**src/hdl/itxo_pkg.sv**
```systemverilog
// Shared constants, types and helpers for the index transfer/exchange unit.
// Assumes a single core clock; all values here are used by the core and its timer.
package itxo_pkg;
    // APB register byte offsets
    localparam logic [7:0] OFF_CMD = 8'h00;
    localparam logic [7:0] OFF_STATUS = 8'h04;
    localparam logic [7:0] OFF_D = 8'h08;
    localparam logic [7:0] OFF_E = 8'h0C;
    localparam logic [7:0] OFF_IX1 = 8'h10;
    localparam logic [7:0] OFF_IX2 = 8'h14;
    localparam logic [7:0] OFF_IX3 = 8'h18;
    localparam logic [7:0] OFF_SP = 8'h1C;
    localparam logic [7:0] OFF_CCR = 8'h20;
    localparam logic [7:0] OFF_PULL = 8'h24;
    localparam logic [7:0] OFF_EK = 8'h28;
    localparam logic [7:0] OFF_TIMING = 8'h2C;

    // Opcodes handled by this unit
    localparam logic [15:0] OPC_WORD_ZERO_TEST_X = 16'h2706;
    localparam logic [15:0] OPC_WORD_ZERO_TEST_Y = 16'h2716;
    localparam logic [15:0] OPC_WORD_ZERO_TEST_Z = 16'h2726;
    localparam logic [15:0] OPC_WORD_ZERO_TEST_EXT = 16'h2736;
    localparam logic [15:0] OPC_TSX = 16'h274F;
    localparam logic [15:0] OPC_TSY = 16'h275F;
    localparam logic [15:0] OPC_TSZ = 16'h276F;
    localparam logic [15:0] OPC_TXS = 16'h374E;
    localparam logic [15:0] OPC_TYS = 16'h375E;
    localparam logic [15:0] OPC_TZS = 16'h376E;
    localparam logic [15:0] OPC_C12 = 16'h275C;
    localparam logic [15:0] OPC_C13 = 16'h276C;
    localparam logic [15:0] OPC_C21 = 16'h274D;
    localparam logic [15:0] OPC_C23 = 16'h276D;
    localparam logic [15:0] OPC_C31 = 16'h274E;
    localparam logic [15:0] OPC_C32 = 16'h275E;
    localparam logic [15:0] OPC_BK1 = 16'h37AC;
    localparam logic [15:0] OPC_BK2 = 16'h37AD;
    localparam logic [15:0] OPC_BK3 = 16'h37AE;
    localparam logic [15:0] OPC_WAIT = 16'h27F3;
    localparam logic [15:0] OPC_XAB = 16'h371A;
    localparam logic [15:0] OPC_XDE = 16'h277A;
    localparam logic [15:0] OPC_XD1 = 16'h37CC;
    localparam logic [15:0] OPC_XD2 = 16'h37DC;
    localparam logic [15:0] OPC_XD3 = 16'h37EC;
    localparam logic [15:0] OPC_XE1 = 16'h374C;
    localparam logic [15:0] OPC_XE2 = 16'h375C;
    localparam logic [15:0] OPC_XE3 = 16'h376C;

    // Condition code layout
    localparam int unsigned CCR_N = 11;
    localparam int unsigned CCR_Z = 10;
    localparam int unsigned CCR_V = 9;
    localparam int unsigned PK_MSB = 3;
    localparam int unsigned PULL_KIND_LSB = 16;
    localparam logic [1:0] PULL_FULL = 2'h1;
    localparam logic [1:0] PULL_PK = 2'h2;

    // Timing and reset values
    localparam logic [3:0] CYC_XFER = 4'h2;
    localparam logic [3:0] CYC_WORD_ZERO_TEST = 4'h6;
    localparam logic [3:0] CYC_WAI = 4'h8;
    localparam logic [19:0] SP_ADJ = 20'h00002;
    localparam logic [15:0] RST_CCR = 16'h0000;
    localparam logic [1:0] SEL_ABS = 2'h3;

    typedef enum logic [3:0] {
        CLS_NONE = 4'h0, CLS_WORD_ZERO_TEST = 4'h1, CLS_SP2IX = 4'h2, CLS_IX2SP = 4'h3,
        CLS_COPY = 4'h4, CLS_BANK = 4'h5, CLS_WAI = 4'h6, CLS_XAB = 4'h7,
        CLS_XDE = 4'h8, CLS_XDIX = 4'h9, CLS_XEIX = 4'hA
    } itxo_cls_t;

    typedef struct packed {
        itxo_cls_t cls;
        logic [1:0] a;
        logic [1:0] b;
    } itxo_dec_t;

    // Opcode to class plus source (a) and destination (b) selectors
    function automatic itxo_dec_t itxo_decode(input logic [15:0] op);
        itxo_dec_t r;
        r = '{CLS_NONE, 2'h0, 2'h0};
        case (op)
            OPC_WORD_ZERO_TEST_X: r = '{CLS_WORD_ZERO_TEST, 2'h0, 2'h0};
            OPC_WORD_ZERO_TEST_Y: r = '{CLS_WORD_ZERO_TEST, 2'h1, 2'h0};
            OPC_WORD_ZERO_TEST_Z: r = '{CLS_WORD_ZERO_TEST, 2'h2, 2'h0};
            OPC_WORD_ZERO_TEST_EXT: r = '{CLS_WORD_ZERO_TEST, SEL_ABS, 2'h0};
            OPC_TSX: r = '{CLS_SP2IX, 2'h0, 2'h0};
            OPC_TSY: r = '{CLS_SP2IX, 2'h1, 2'h0};
            OPC_TSZ: r = '{CLS_SP2IX, 2'h2, 2'h0};
            OPC_TXS: r = '{CLS_IX2SP, 2'h0, 2'h0};
            OPC_TYS: r = '{CLS_IX2SP, 2'h1, 2'h0};
            OPC_TZS: r = '{CLS_IX2SP, 2'h2, 2'h0};
            OPC_C12: r = '{CLS_COPY, 2'h0, 2'h1};
            OPC_C13: r = '{CLS_COPY, 2'h0, 2'h2};
            OPC_C21: r = '{CLS_COPY, 2'h1, 2'h0};
            OPC_C23: r = '{CLS_COPY, 2'h1, 2'h2};
            OPC_C31: r = '{CLS_COPY, 2'h2, 2'h0};
            OPC_C32: r = '{CLS_COPY, 2'h2, 2'h1};
            OPC_BK1: r = '{CLS_BANK, 2'h0, 2'h0};
            OPC_BK2: r = '{CLS_BANK, 2'h1, 2'h0};
            OPC_BK3: r = '{CLS_BANK, 2'h2, 2'h0};
            OPC_WAIT: r = '{CLS_WAI, 2'h0, 2'h0};
            OPC_XAB: r = '{CLS_XAB, 2'h0, 2'h0};
            OPC_XDE: r = '{CLS_XDE, 2'h0, 2'h0};
            OPC_XD1: r = '{CLS_XDIX, 2'h0, 2'h0};
            OPC_XD2: r = '{CLS_XDIX, 2'h1, 2'h0};
            OPC_XD3: r = '{CLS_XDIX, 2'h2, 2'h0};
            OPC_XE1: r = '{CLS_XEIX, 2'h0, 2'h0};
            OPC_XE2: r = '{CLS_XEIX, 2'h1, 2'h0};
            OPC_XE3: r = '{CLS_XEIX, 2'h2, 2'h0};
            default: r = '{CLS_NONE, 2'h0, 2'h0};
        endcase
        return r;
    endfunction

    function automatic logic [3:0] itxo_cycles(input itxo_cls_t cls);
        case (cls)
            CLS_WORD_ZERO_TEST: return CYC_WORD_ZERO_TEST;
            CLS_WAI: return CYC_WAI;
            default: return CYC_XFER;
        endcase
    endfunction

    // Result flags touch only the upper twelve bits; the bank field is kept
    function automatic logic [15:0] itxo_ccr_nzv(input logic [15:0] cond_code_reg, input logic n,
                                                 input logic z, input logic v);
        logic [15:0] r;
        r = cond_code_reg;
        r[CCR_N] = n;
        r[CCR_Z] = z;
        r[CCR_V] = v;
        return {r[15:PK_MSB+1], cond_code_reg[PK_MSB:0]};
    endfunction

    // Restore from a pulled stack copy: whole register or bank field only
    function automatic logic [15:0] itxo_ccr_pull(input logic [15:0] cond_code_reg,
                                                  input logic [15:0] val,
                                                  input logic [1:0] kind);
        case (kind)
            PULL_FULL: return val;
            PULL_PK: return {cond_code_reg[15:PK_MSB+1], val[PK_MSB:0]};
            default: return cond_code_reg;
        endcase
    endfunction
endpackage

```
**src/hdl/itxo_sync.sv**
```systemverilog
// Two-stage synchroniser for a single level.
// Assumes the input may change at any time relative to the core clock.
module itxo_sync
    import itxo_pkg::*;
(
    input wire logic core_clk_in,
    input wire logic arst_n_in,
    input wire logic async_in,
    output logic sync_out
);
    logic meta_q;
    logic sync_q;

    // The first stage feeds only the second one
    always_ff @(posedge core_clk_in or negedge arst_n_in) begin
        if (!arst_n_in) begin
            meta_q <= 1'b0;
            sync_q <= 1'b0;
        end else begin
            meta_q <= async_in;
            sync_q <= meta_q;
        end
    end

    assign sync_out = sync_q;
endmodule

```
**src/hdl/itxo_timer.sv**
```systemverilog
// Down counter that times one instruction.
// Assumes load is only raised while the counter is idle.
module itxo_timer
    import itxo_pkg::*;
#(
    parameter int unsigned W = 4
) (
    input wire logic core_clk_in,
    input wire logic arst_n_in,
    input wire logic load_in,
    input wire logic [W-1:0] load_val_in,
    output logic done_out
);
    logic [W-1:0] cnt_q;
    logic [W-1:0] cnt_d;

    // Count down to zero and stop there
    always_comb begin
        cnt_d = cnt_q;
        if (load_in) begin
            cnt_d = load_val_in;
        end else if (cnt_q != '0) begin
            cnt_d = cnt_q - W'(1);
        end
    end

    always_ff @(posedge core_clk_in or negedge arst_n_in) begin
        if (!arst_n_in) begin
            cnt_q <= '0;
        end else begin
            cnt_q <= cnt_d;
        end
    end

    // Last cycle of the instruction
    assign done_out = (cnt_q == W'(1));
endmodule

```
**src/hdl/itxo_core.sv**
```systemverilog
// Decode and execute unit for the index transfer, exchange and wait instructions,
// with an APB slave that holds the register file and takes commands.
// Assumes an APB3 master on core_clk_in and a memory port that acks on this clock.
// Operation
// - Word test reads memory word indexed or absolute, sets N Z, clears V, six cycles.
// - Stack-to-index loads bank and index with stack bank:pointer plus two, two cycles.
// - Index-to-stack loads stack bank:pointer with index bank:register minus two.
// - Index copies move full twenty-bit value, two cycles, flags unchanged.
// - Bank-to-low-accumulator writes zero upper nibble and bank in lower nibble.
// - Wait instruction suspends until an interrupt, eight cycles, no flag change.
// - Byte accumulators swap, or word accumulators swap, in two cycles.
// - Double accumulator swaps with any index register in two cycles.
// - Second word accumulator swaps with any index register in two cycles.
// - Result flag updates touch only upper twelve condition bits, never the bank.
// - Full restore replaces all sixteen condition bits with the pulled copy.
// - Bank-only restore updates the bank field and keeps the other bits.
// - Branch timing keeps taken and not-taken counts, taken figure first.
//
// Added by the designer: the address map and the APB register port.
module itxo_core
    import itxo_pkg::*;
#(
    parameter logic [7:0] BR_TAKEN_CYC = 8'h06,
    parameter logic [7:0] BR_NOT_TAKEN_CYC = 8'h02
) (
    input wire logic core_clk_in,
    input wire logic arst_n_in,
    input wire logic psel_in,
    input wire logic penable_in,
    input wire logic pwrite_in,
    input wire logic [7:0] paddr_in,
    input wire logic [31:0] pwdata_in,
    output logic [31:0] prdata_out,
    output logic pready_out,
    output logic pslverr_out,
    output logic mem_rd_out,
    output logic [19:0] mem_addr_out,
    input wire logic mem_ack_in,
    input wire logic [15:0] mem_rdata_in,
    input wire logic irq_in,
    output logic busy_out,
    output logic wait_out
);
    typedef enum logic [1:0] {
        ST_IDLE = 2'b00,
        ST_RUN = 2'b01,
        ST_MEMW = 2'b10,
        ST_IRQW = 2'b11
    } itxo_state_t;

    itxo_state_t state_q, state_d;
    itxo_dec_t dec_q, dec_d, dec_new;
    logic [15:0] opc_q, opc_d, oper_q, oper_d;
    logic [15:0] d_q, d_d, e_q, e_d, ccr_q, ccr_d, mdata_q, mdata_d, mdata_eff;
    logic [19:0] idx_q [3];
    logic [19:0] idx_d [3];
    logic [19:0] sp_q, sp_d, maddr_q, maddr_d;
    logic [3:0] ek_q, ek_d;
    logic got_q, got_d, mrd_q, mrd_d, illegal_q, illegal_d;
    logic [31:0] prdata_q, prdata_d;
    logic pready_q, pready_d, pslverr_q, pslverr_d, busy_q, wait_q;
    logic irq_s, tmr_done, tmr_load, start, fin, wr_go, hit, ro;

    // Interrupt request is a pin and crosses into the core clock here
    itxo_sync u_irq_sync (
        .core_clk_in(core_clk_in),
        .arst_n_in(arst_n_in),
        .async_in(irq_in),
        .sync_out(irq_s)
    );

    itxo_timer #(.W(4)) u_timer (
        .core_clk_in(core_clk_in),
        .arst_n_in(arst_n_in),
        .load_in(tmr_load),
        .load_val_in(itxo_cycles(dec_new.cls)),
        .done_out(tmr_done)
    );

    // APB decode; pready is one wait state late so decode errors can be registered
    always_comb begin
        hit = 1'b1;
        ro = 1'b0;
        prdata_d = 32'h0000_0000;
        case (paddr_in)
            OFF_CMD: prdata_d = {oper_q, opc_q};
            OFF_STATUS: begin
                prdata_d = {26'h0, illegal_q, got_q, wait_q, busy_q, state_q};
                ro = 1'b1;
            end
            OFF_D: prdata_d = {16'h0000, d_q};
            OFF_E: prdata_d = {16'h0000, e_q};
            OFF_IX1: prdata_d = {12'h000, idx_q[0]};
            OFF_IX2: prdata_d = {12'h000, idx_q[1]};
            OFF_IX3: prdata_d = {12'h000, idx_q[2]};
            OFF_SP: prdata_d = {12'h000, sp_q};
            OFF_CCR: prdata_d = {16'h0000, ccr_q};
            OFF_PULL: prdata_d = 32'h0000_0000;
            OFF_EK: prdata_d = {28'h0000000, ek_q};
            OFF_TIMING: begin
                prdata_d = {16'h0000, BR_TAKEN_CYC, BR_NOT_TAKEN_CYC};
                ro = 1'b1;
            end
            default: hit = 1'b0;
        endcase
        pready_d = psel_in & penable_in & ~pready_q;
        // Writes while busy are refused so software cannot race the executing op
        pslverr_d = pready_d & (~hit | (pwrite_in & (ro | busy_q)));
        if (!pready_d || pwrite_in) begin
            prdata_d = 32'h0000_0000;
        end
        wr_go = psel_in & penable_in & pready_q & pwrite_in & ~pslverr_q;
    end

    // Instruction start, read data select and completion
    always_comb begin
        dec_new = itxo_decode(pwdata_in[15:0]);
        start = wr_go & (paddr_in == OFF_CMD) & (dec_new.cls != CLS_NONE);
        tmr_load = start;
        mdata_eff = got_q ? mdata_q : mem_rdata_in;
        fin = 1'b0;
        case (state_q)
            ST_RUN: fin = tmr_done & (dec_q.cls != CLS_WAI) &
                          ((dec_q.cls != CLS_WORD_ZERO_TEST) | got_q);
            ST_MEMW: fin = mem_ack_in;
            ST_IRQW: fin = irq_s;
            default: fin = 1'b0;
        endcase
    end

    // Next state of the sequencer and of the register file
    always_comb begin
        state_d = state_q;
        dec_d = dec_q;
        opc_d = opc_q;
        oper_d = oper_q;
        d_d = d_q;
        e_d = e_q;
        idx_d = idx_q;
        sp_d = sp_q;
        ccr_d = ccr_q;
        ek_d = ek_q;
        mdata_d = mdata_q;
        got_d = got_q;
        mrd_d = mrd_q;
        maddr_d = maddr_q;
        illegal_d = illegal_q;
        // Software writes land only while idle
        if (wr_go) begin
            case (paddr_in)
                OFF_CMD: begin
                    opc_d = pwdata_in[15:0];
                    oper_d = pwdata_in[31:16];
                    illegal_d = (dec_new.cls == CLS_NONE);
                end
                OFF_D: d_d = pwdata_in[15:0];
                OFF_E: e_d = pwdata_in[15:0];
                OFF_IX1: idx_d[0] = pwdata_in[19:0];
                OFF_IX2: idx_d[1] = pwdata_in[19:0];
                OFF_IX3: idx_d[2] = pwdata_in[19:0];
                OFF_SP: sp_d = pwdata_in[19:0];
                OFF_CCR: ccr_d = pwdata_in[15:0];
                OFF_PULL: ccr_d = itxo_ccr_pull(ccr_q, pwdata_in[15:0],
                    pwdata_in[PULL_KIND_LSB+1:PULL_KIND_LSB]);
                OFF_EK: ek_d = pwdata_in[3:0];
                default: ek_d = ek_q;
            endcase
        end
        if (start) begin
            state_d = ST_RUN;
            dec_d = dec_new;
            got_d = 1'b0;
            if (dec_new.cls == CLS_WORD_ZERO_TEST) begin
                // Indexed form adds the sign-extended offset to the twenty-bit index
                mrd_d = 1'b1;
                if (dec_new.a == SEL_ABS) begin
                    maddr_d = {ek_q, pwdata_in[31:16]};
                end else begin
                    maddr_d = idx_q[dec_new.a] + {{4{pwdata_in[31]}}, pwdata_in[31:16]};
                end
            end
        end
        if (mrd_q && mem_ack_in) begin
            mrd_d = 1'b0;
            got_d = 1'b1;
            mdata_d = mem_rdata_in;
        end
        if (state_q == ST_RUN && tmr_done && !fin) begin
            state_d = (dec_q.cls == CLS_WAI) ? ST_IRQW : ST_MEMW;
        end
        if (fin) begin
            state_d = ST_IDLE;
            case (dec_q.cls)
                CLS_WORD_ZERO_TEST: ccr_d = itxo_ccr_nzv(ccr_q, mdata_eff[15],
                                               (mdata_eff == 16'h0000), 1'b0);
                CLS_SP2IX: idx_d[dec_q.a] = sp_q + SP_ADJ;
                CLS_IX2SP: sp_d = idx_q[dec_q.a] - SP_ADJ;
                CLS_COPY: idx_d[dec_q.b] = idx_q[dec_q.a];
                CLS_BANK: d_d[7:0] = {4'h0, idx_q[dec_q.a][19:16]};
                CLS_XAB: d_d = {d_q[7:0], d_q[15:8]};
                CLS_XDE: begin
                    d_d = e_q;
                    e_d = d_q;
                end
                CLS_XDIX: begin
                    d_d = idx_q[dec_q.a][15:0];
                    idx_d[dec_q.a][15:0] = d_q;
                end
                CLS_XEIX: begin
                    e_d = idx_q[dec_q.a][15:0];
                    idx_d[dec_q.a][15:0] = e_q;
                end
                default: ccr_d = ccr_q;
            endcase
        end
    end

    // All state registers
    always_ff @(posedge core_clk_in or negedge arst_n_in) begin
        if (!arst_n_in) begin
            state_q <= ST_IDLE;
            dec_q <= '{CLS_NONE, 2'h0, 2'h0};
            opc_q <= 16'h0000;
            oper_q <= 16'h0000;
            d_q <= 16'h0000;
            e_q <= 16'h0000;
            idx_q <= '{20'h00000, 20'h00000, 20'h00000};
            sp_q <= 20'h00000;
            ccr_q <= RST_CCR;
            ek_q <= 4'h0;
            mdata_q <= 16'h0000;
            got_q <= 1'b0;
            mrd_q <= 1'b0;
            maddr_q <= 20'h00000;
            illegal_q <= 1'b0;
            prdata_q <= 32'h0000_0000;
            pready_q <= 1'b0;
            pslverr_q <= 1'b0;
            busy_q <= 1'b0;
            wait_q <= 1'b0;
        end else begin
            state_q <= state_d;
            dec_q <= dec_d;
            opc_q <= opc_d;
            oper_q <= oper_d;
            d_q <= d_d;
            e_q <= e_d;
            idx_q <= idx_d;
            sp_q <= sp_d;
            ccr_q <= ccr_d;
            ek_q <= ek_d;
            mdata_q <= mdata_d;
            got_q <= got_d;
            mrd_q <= mrd_d;
            maddr_q <= maddr_d;
            illegal_q <= illegal_d;
            prdata_q <= prdata_d;
            pready_q <= pready_d;
            pslverr_q <= pslverr_d;
            busy_q <= (state_d != ST_IDLE);
            wait_q <= (state_d == ST_IRQW);
        end
    end

    assign prdata_out = prdata_q;
    assign pready_out = pready_q;
    assign pslverr_out = pslverr_q;
    assign mem_rd_out = mrd_q;
    assign mem_addr_out = maddr_q;
    assign busy_out = busy_q;
    assign wait_out = wait_q;
endmodule

```
**config.mk**
```make
export PLATFORM = sky130hd
export DESIGN_NAME = itxo_core
export DESIGN_NICKNAME = d
export VERILOG_FILES = /design/src/hdl/itxo_pkg.sv /design/src/hdl/itxo_sync.sv /design/src/hdl/itxo_timer.sv /design/src/hdl/itxo_core.sv
export SDC_FILE = /design/constraint.sdc
export NUM_CORES = 1
export LEC_CHECK = 0
export ABC_AREA = 1
export CAP_MARGIN = 15
export CORE_ASPECT_RATIO = 1.1
export CORE_UTILIZATION = 30
export CTS_CLUSTER_SIZE = 14
export DETAILED_ROUTE_END_ITERATION = 10
export DONT_BUFFER_PORTS = 1
export PLACE_DENSITY_LB_ADDON = 0.05
export SYNTH_ARGS = -nofsm -noshare
export SYNTH_HDL_FRONTEND = slang
export SYNTH_HIERARCHICAL = 1
export SYNTH_SLANG_ARGS = --single-unit
```
**constraint.sdc**
```tcl
create_clock -name core_clk_in -period 4.62 [get_ports core_clk_in]
set_input_delay 0.693 -clock core_clk_in [delete_from_list [all_inputs] [get_ports core_clk_in]]
set_output_delay 0.693 -clock core_clk_in [all_outputs]
set_load 0.01 [all_outputs]
```
==> reports/metrics.cfg, run 1 <==
[finish]
final_layout_size_suffix_gt1_share_pct = 9.566
nFillCells = 6587
final_nets = 2802
syn_to_final_growth_pct = 13.46

[clock_tree]
tritoncts = built
clockBufferDepth = 3
cts.sinks = 255
cts_made_buffers = 37
clk_latency_ns = 0.58
path_clk_slew_ns = 0.06
root_buffer = clkbuf_16
h-tree-depth = 2

[timing]
hold_viol = 150
fmaxAchievable_ghz = 0.2546
fin_crit_ns = 3.928
setup_slack_ns = 0.6916
fin_crit_sh_pct = 85.03
slew_violations = 0
timing.hold.ws_ns = -0.1818
rsz0062_at_grt = false
worst_pin_slew_ns = 1.220
maxSlewHeadroom_pct = 18.66
setup_tns_ns = 0
setup_viol_count_final = 0
skew_ns = 0.02896

[critical_path]
path_class = primary input to flip-flop
path_delay_family = simple AND/OR/NAND/NOR gates
critPathBufInv = 1
arrival_ns = 4.37
cp.required_ns = 5.06
cp_max_fo = 16
end_kind = flip-flop
crit_top_cell = nand2_1
critical_path.slowest_cell = nor2_4
cp-start-kind = primary input
worst_path_largest_cell_delay_ns = 0.48
cp_cell_sequence = nor2_1 > buf_4 > nand2_1 > nor2_4 > nand2_1 > nand2_1 > nor2_1 > nand2_1 > nor2_4 > o21ai_0 > o22ai_1 > ha_1 > fa_1 > nand3_1 > nand3_1 > a21oi_1 > o21ai_0 > a21oi_1 > xor2_1 > o21ai_0 > nand2_1 > nand2_1
reg2reg_depth = 12
cp.depth = 22

[synth]
synthMuxAreaShare_pct = 0.05451
ys_seq_elements = 255
synthFlopType = dfrtp_1
synthCells = 2709
synth_warnings = 6
syn_area_per_cell_um2 = 6.779
synth_top_area_cell = dfrtp_1
synth_compound_area_share_pct = 27.79
synth_top_family_by_area = compound AO/OA/AOI/OAI gates
yosysSeqAreaShare_pct = 34.75
netlist_area_mm2 = 0.01836
synth-async-reset-ratio_pct = 100.0
yosys.area_share.simple_pct = 24.60
synth-adder-area-share_pct = 1.880
yosys.area.top_type_share_pct = 34.75
ys_top_cells_by_count = 627 x nand2_1, 377 x o21ai_0, 263 x inv_1, 255 x dfrtp_1, 215 x nor2_1
yosysMostFrequentCell = nand2_1
yosys-top-cells-area = dfrtp_1 35%, nand2_1 13%, o21ai_0 10%
synth_edf_count = 0
synth_xor_area_share_pct = 1.335
syn-num-nets = 2799
synth_cell_type_count = 61

[die]
rows = 94
core_mm2 = 0.06022
die_x_um = 237.9
die-area_mm2 = 0.06221
pin_count = 120
initial_core_util_pct = 30.50
fp.dieH_um = 261.5

[global_route]
grt_max_degree = 256
grt_pass1_wl_um = 145900
globalRouteTotalUtil_pct = 32.70
grt_overflow = 0
grt_pass1_vias = 19696
antenna_found_initial = 3

[routing]
ant_nets = 0
vias_per_cell = 5.829
wl_per_cell_um = 28.69
detail_route.first_pass.iterations = 6
wirelength_um = 102100
num_vias = 20732
drt_iter0_markers = 2315
drc_errors = 0

[place]
pre_cts_ws_ns = 0.1645
dp_hpwl_um = 75060
port_buffers = 0
gp_congestion = 0.9566

[outcome]
status = finished, violations left
failed_checks = negative hold slack

[power]
vdd_drop_max_mv = 0.2868
total_power_mw = 5.733
cellPowerDensity_mw_per_mm2 = 275.1
p_leak_nw = 9.818

[run]
drv_cap = 0

[hold_path]
worstHoldPathType = primary input to asynchronous set/reset pin

report_power, final:
group,internal (mW),switching (mW)
Sequential,2.31,0.0496
Clock,1.78,1.23
Combinational,0.128,0.239
Total,4.21,1.52
cell families (layout without fill, tap and decap cells):
| family | Yosys count | after routing |
|---|---|---|
| xor+xnor | 28 | 28 |
| other cells | 1 | 3 |
| simple gates | 1076 | 1076 |
| flops | 255 | 255 |
| fa+ha+maj | 27 | 27 |
| buf+inv | 442 | 472 |
| mux | 1 | 1 |
| compound gates | 879 | 879 |
metrics by stage:
| stage | std cells | hold slack (ns) | instance area [um2] | utilization (%) |
|---|---|---|---|---|
| 3_5_place_dp | 3488 | 0.3434 | 19580 | 32.51 |
| 2_1_floorplan | 2709 | 0.3312 | 18360 | - |
| 6_report | 3557 | -0.1818 | 20840 | 34.60 |
| 3_3_place_gp | 3488 | 0.3373 | 19580 | 32.51 |
| 5_1_grt | 3555 | -0.2038 | 20830 | 34.59 |
| 4_1_cts | 3554 | -0.2091 | 20830 | 34.58 |
worst paths after layout:
path / from / endpoint / slack, ns
setup / recovery: pwdata_in[15] / mem_addr_out[14] / 0.69
hold / removal: arst_n_in / prdata_out[23] / -0.18
setup reg to reg: dec_q[3] / sp_q[19] / 1.02
hold reg to reg: u_irq_sync/meta_q / u_irq_sync/sync_out / 0.35
max in group asynchronous: arst_n_in / prdata_out[18] / 4.00
min in group core_clk_in: irq_in / u_irq_sync/meta_q / 0.14
registers in the layout, summed over array words and instances, names as in the netlist, 2 cells and up:
signal / count
prdata_out: 32
e_q: 16
mdata_q: 16
ccr_q: 16
state_q: 2
d_q: 16
sp_q: 20
mem_addr_out: 20
oper_q: 16
opc_q: 16
ek_q: 4
u_timer/cnt_q: 4
idx_q: 60
dec_q: 8
per-layer routing:
layer	wire length, um	up-vias	track usage [%]
li1	-	9274	-
met2	44550	1158	50.83
met4	5826	0	17.04
met3	8781	248	6.251
met5	0	-	0
met1	42900	10052	43.08
repair_timing:
| item | CTS | global route |
|---|---|---|
| resized for setup | 0 | 0 |
| endpoints found under the setup margin | 0 | 0 |
| endpoints found under the hold margin | 255 | 255 |
| buffers inserted | 0 | 0 |
layout make-up:
class                   count  area (um2)  area share (%)
clock inverters            16       195.2          0.9368
clock buffers              50        1055           5.062
flip-flops and latches    255        6381           30.63
diodes                      2       5.005         0.02402
well taps                 816        1021           4.900
multi-input cells        2012       10250           49.17
repair buffers            103       795.8           3.819
inverters                 303        1137           5.458
layout by cell type, fill, tap and decap left out, types with 14 or more instances in the layout:
| master | count |
|---|---|
| nand4_1 | 28 |
| o22ai_1 | 66 |
| inv_1 | 263 |
| a211oi_1 | 18 |
| nor3_1 | 25 |
| o21ai_0 | 377 |
| buf_4 | 100 |
| clkbuf_16 | 37 |
| nand2_1 | 627 |
| inv_2 | 37 |
| a31oi_1 | 42 |
| nor2_1 | 210 |
| nand3_1 | 128 |
| ha_1 | 26 |
| dfrtp_1 | 255 |
| a21oi_1 | 152 |
| o21ai_1 | 70 |
| xor2_1 | 19 |
| nor2_2 | 14 |
| a221oi_1 | 20 |
| o211ai_1 | 33 |
Power figures use the tool's default switching activity.
==> run 2: changes to the inputs <==
--- a/config.mk
+++ b/config.mk
@@ -5,13 +5,13 @@
 export SDC_FILE = /design/constraint.sdc
 export NUM_CORES = 1
 export LEC_CHECK = 0
-export ABC_AREA = 1
 export CAP_MARGIN = 15
 export CORE_ASPECT_RATIO = 1.1
 export CORE_UTILIZATION = 30
 export CTS_CLUSTER_SIZE = 14
 export DETAILED_ROUTE_END_ITERATION = 10
 export DONT_BUFFER_PORTS = 1
+export GPL_TIMING_DRIVEN = 0
 export PLACE_DENSITY_LB_ADDON = 0.05
 export SYNTH_ARGS = -nofsm -noshare
 export SYNTH_HDL_FRONTEND = slang
==> reports/metrics.cfg, run 2 <==
[synth]
synth_cell_type_count = 86  ; +41%
synth_warnings = 6  ; unchanged
synthCells = 2016  ; -26%
yosys.area.top_type_share_pct = 37.14  ; +2.4 points
yosysMostFrequentCell = dfrtp_1
synth_top_area_cell = dfrtp_1
synth-async-reset-ratio_pct = 100.0  ; unchanged
synthFlopType = dfrtp_1
netlist_area_mm2 = 0.01718  ; -6.4%
ys_top_cells_by_count = 255 x dfrtp_1, 252 x nand2_1, 228 x o21ai_0, 146 x nor2_1, 132 x a21oi_1
syn-num-nets = 2106  ; -25%
syn_area_per_cell_um2 = 8.523  ; +26%
yosysSeqAreaShare_pct = 37.14  ; +2.4 points
yosys-top-cells-area = dfrtp_1 37%, mux2i_1 7.2%, o21ai_0 6.6%
ys_seq_elements = 255  ; unchanged
synth_edf_count = 0  ; unchanged

[clock_tree]
clockBufferDepth = 3  ; unchanged
tritoncts = built
root_buffer = clkbuf_16
cts.sinks = 255  ; unchanged
cts_made_buffers = 36  ; -2.7%
clk_latency_ns = 0.58  ; about the same
path_clk_slew_ns = 0.05  ; about the same
h-tree-depth = 2  ; unchanged

[power]
swShare_pct = 25.06  ; -1.4 points
p_leak_nw = 7.747  ; -21%
p_sw_mw = 1.359  ; -10%
p_seq_share_pct = 42.0  ; +0.9 points
vdd_drop_max_mv = 0.1885  ; -34%
pwr-share-comb_pct = 4.1  ; -2.3 points
cellPowerDensity_mw_per_mm2 = 278.0  ; +1.0%
internal-power_mw = 4.064  ; -3.6%
clkPwrFrac_pct = 53.9  ; +1.4 points

[die]
die-area_mm2 = 0.05824  ; -6.4%
rows = 91  ; -3.2%
core_mm2 = 0.05636  ; -6.4%
fp.dieH_um = 253.0  ; -3.2%
pin_count = 120  ; unchanged
initial_core_util_pct = 30.49  ; about the same
die_x_um = 230.2  ; -3.2%

[routing]
vias_per_cell = 6.109  ; +4.8%
drt_iter0_markers = 1839  ; -21%
ant_nets = 0  ; unchanged
wirelength_um = 91380  ; -10%
detail_route.first_pass.iterations = 6  ; unchanged
drc_errors = 0  ; unchanged
num_vias = 17289  ; -17%
wl_per_cell_um = 32.29  ; +13%

[timing]
fin_crit_ns = 4.500  ; +0.5716 ns
worst_pin_slew_ns = 1.238  ; +0.01816 ns
slew_violations = 0  ; unchanged
timing.hold.ws_ns = -0.1769  ; +0.004812 ns
skew_ns = 0.01789  ; -0.01107 ns
fin_crit_sh_pct = 97.40  ; +12 points
maxSlewHeadroom_pct = 16.58  ; -2.1 points
fmaxAchievable_ghz = 0.2222  ; -13%
hold_viol = 255  ; +70%
setup_viol_count_final = 0  ; unchanged

[critical_path]
cp-start-kind = primary input
critPathBufInv = 4  ; +3
crit_top_cell = buf_4
worst-r2r-setup-slack_ns = 0.47  ; -0.55 ns
cp_cell_sequence = clkbuf_4 > nand2_1 > nor4_4 > buf_4 > buf_4 > and4b_2 > or3_1 > nor2b_1 > buf_4 > nand2_1 > o21ai_2 > ha_2 > fa_1 > a21o_1 > a21oi_2 > o21bai_1 > a2111o_1 > a31o_2 > a21oi_1 > xor2_1 > o21ai_0
critical_path.slowest_cell = fa_1
end_kind = flip-flop
worstReg2RegEnd = idx_q[45]
arrival_ns = 4.94  ; +0.57 ns
path_class = primary input to flip-flop
cp_max_fo = 10  ; -6
cp.required_ns = 5.06  ; about the same
path_delay_family = compound AO/OA/AOI/OAI gates
reg2reg_depth = 8  ; -4
reg2reg_from = dec_q[6]
worst_path_largest_cell_delay_ns = 0.44  ; -0.04 ns

[run]
drv_cap = 0  ; unchanged

[finish]
mostFrequentLayoutCell = dfrtp_1
final_util_pct = 34.61  ; about the same
nFillCells = 5980  ; -9.2%
final_cell_mix = 255 x dfrtp_1, 252 x nand2_1, 220 x o21ai_0
final_layout_size_suffix_gt1_share_pct = 9.400  ; -0.17 points
syn_to_final_growth_pct = 13.53  ; about the same
largest-register = idx_q
final_nets = 2153  ; -23%
largest_reg_flops = 60  ; unchanged

[place]
gp_congestion = 0.9467  ; -1.0%
dp_hpwl_um = 69750  ; -7.1%
port_buffers = 0  ; unchanged

[hold_path]
worstHoldPathType = primary input to asynchronous set/reset pin

[global_route]
grt_pass1_wl_um = 128800  ; -12%
grt_overflow = 0  ; unchanged
grt_pass1_vias = 16870  ; -14%
grt_max_degree = 256  ; unchanged
antenna_found_initial = 2  ; -1
globalRouteTotalUtil_pct = 31.03  ; -1.7 points

[outcome]
failed_checks = negative hold slack
status = finished, violations left

-- run 2: cell count changes in the layout (fill, tap and decap cells not counted), sizes merged, moves of 46 or more --
cell and change:
a22oi +68, buf -59, clkbuf +118, inv -269
mux2 +46, mux2i +122, nand2 -385, nand3 -93
nor2 -87, o21ai -225
-- run 2: worst max-delay path by stage --
| stage | startpoint | endpoint | slack [ns] | depth (start not counted) |
|---|---|---|---|---|
| final | pwdata_in[10] | mem_addr_out[10] | 0.12 | 21 |
| after global routing | pwdata_in[11] | mem_addr_out[10] | -0.02 | 21 |
| after CTS | pwdata_in[14] | mem_addr_out[10] | 0.005 | 20 |
| after detailed placement | pwdata_in[10] | mem_addr_out[19] | -1.83 | 18 |
| after global placement | pwdata_in[10] | mem_addr_out[18] | -1.82 | 19 |
| after floorplan | pwdata_in[10] | mem_addr_out[10] | 0.03 | 19 |
-- run 2: per-stage QoR --
stage          cells  worst slack [ns]  setup TNS (ns)  instance area, um2  power [mW]
6_report        2830            0.1200               0               19510       5.423
5_1_grt         2829          -0.01566        -0.01566               19510       5.556
4_1_cts         2825          0.005060               0               19430       5.470
3_5_place_dp    2763            -1.832          -24.53               18150       2.529
3_3_place_gp    2760            -1.816          -24.83               18120       2.529
2_1_floorplan   2016           0.03376               0               17190       2.429
-- run 2: power groups by stage --
stage                     clock network [mW]  logic [mW]  registers [mW]
after detailed placement                   0       0.212            2.32
after floorplan                            0       0.128            2.30
after global routing                    3.04       0.235            2.28
after CTS                               2.98       0.216            2.28
final                                   2.92       0.222            2.28
after global placement                     0       0.213            2.32
-- run 2: logic make-up after synthesis --
logic type	synth area share (%)
AO/OA/AOI/OAI	25.65
XOR/XNOR	2.396
adder cells (fa/ha/maj)	2.010
buffers and inverters	4.442
flip-flops	37.14
multiplexers	10.20
other	0.02182
AND/OR/NAND/NOR	18.15
-- run 2: final cells by class --
type / instances / area [um2] / share of cell area [%]
plain buffers: 154 / 700.7 / 3.592
multi-input cells: 1577 / 10110 / 51.85
repair buffers: 9 / 71.32 / 0.3656
inverters: 30 / 112.6 / 0.5773
clock buffers: 49 / 1051 / 5.388
well taps: 744 / 930.9 / 4.772
flip-flops and latches: 255 / 6381 / 32.71
clock inverters: 11 / 142.6 / 0.7312
diodes: 1 / 2.502 / 0.01283
-- run 2: what timing repair did --
| item | CTS | global route |
|---|---|---|
| endpoints found under the hold margin | 255 | 255 |
| pin swaps | 2 | 4 |
| setup endpoints to repair | 17 | 6 |
| resized for setup | 30 | 14 |
| buffers inserted | 2 | 2 |
-- run 2: per-layer routing --
metal  vias up  routed length, um  part of all wire, %  track usage (%)
li1       7551                  -                    -                -
met1      8627              36830                   40            39.12
met2       923              42200                   46            50.41
met3       186               7929                  8.7            6.700
met4         2               4407                  4.8            14.46
met5         -                 11                0.012                0
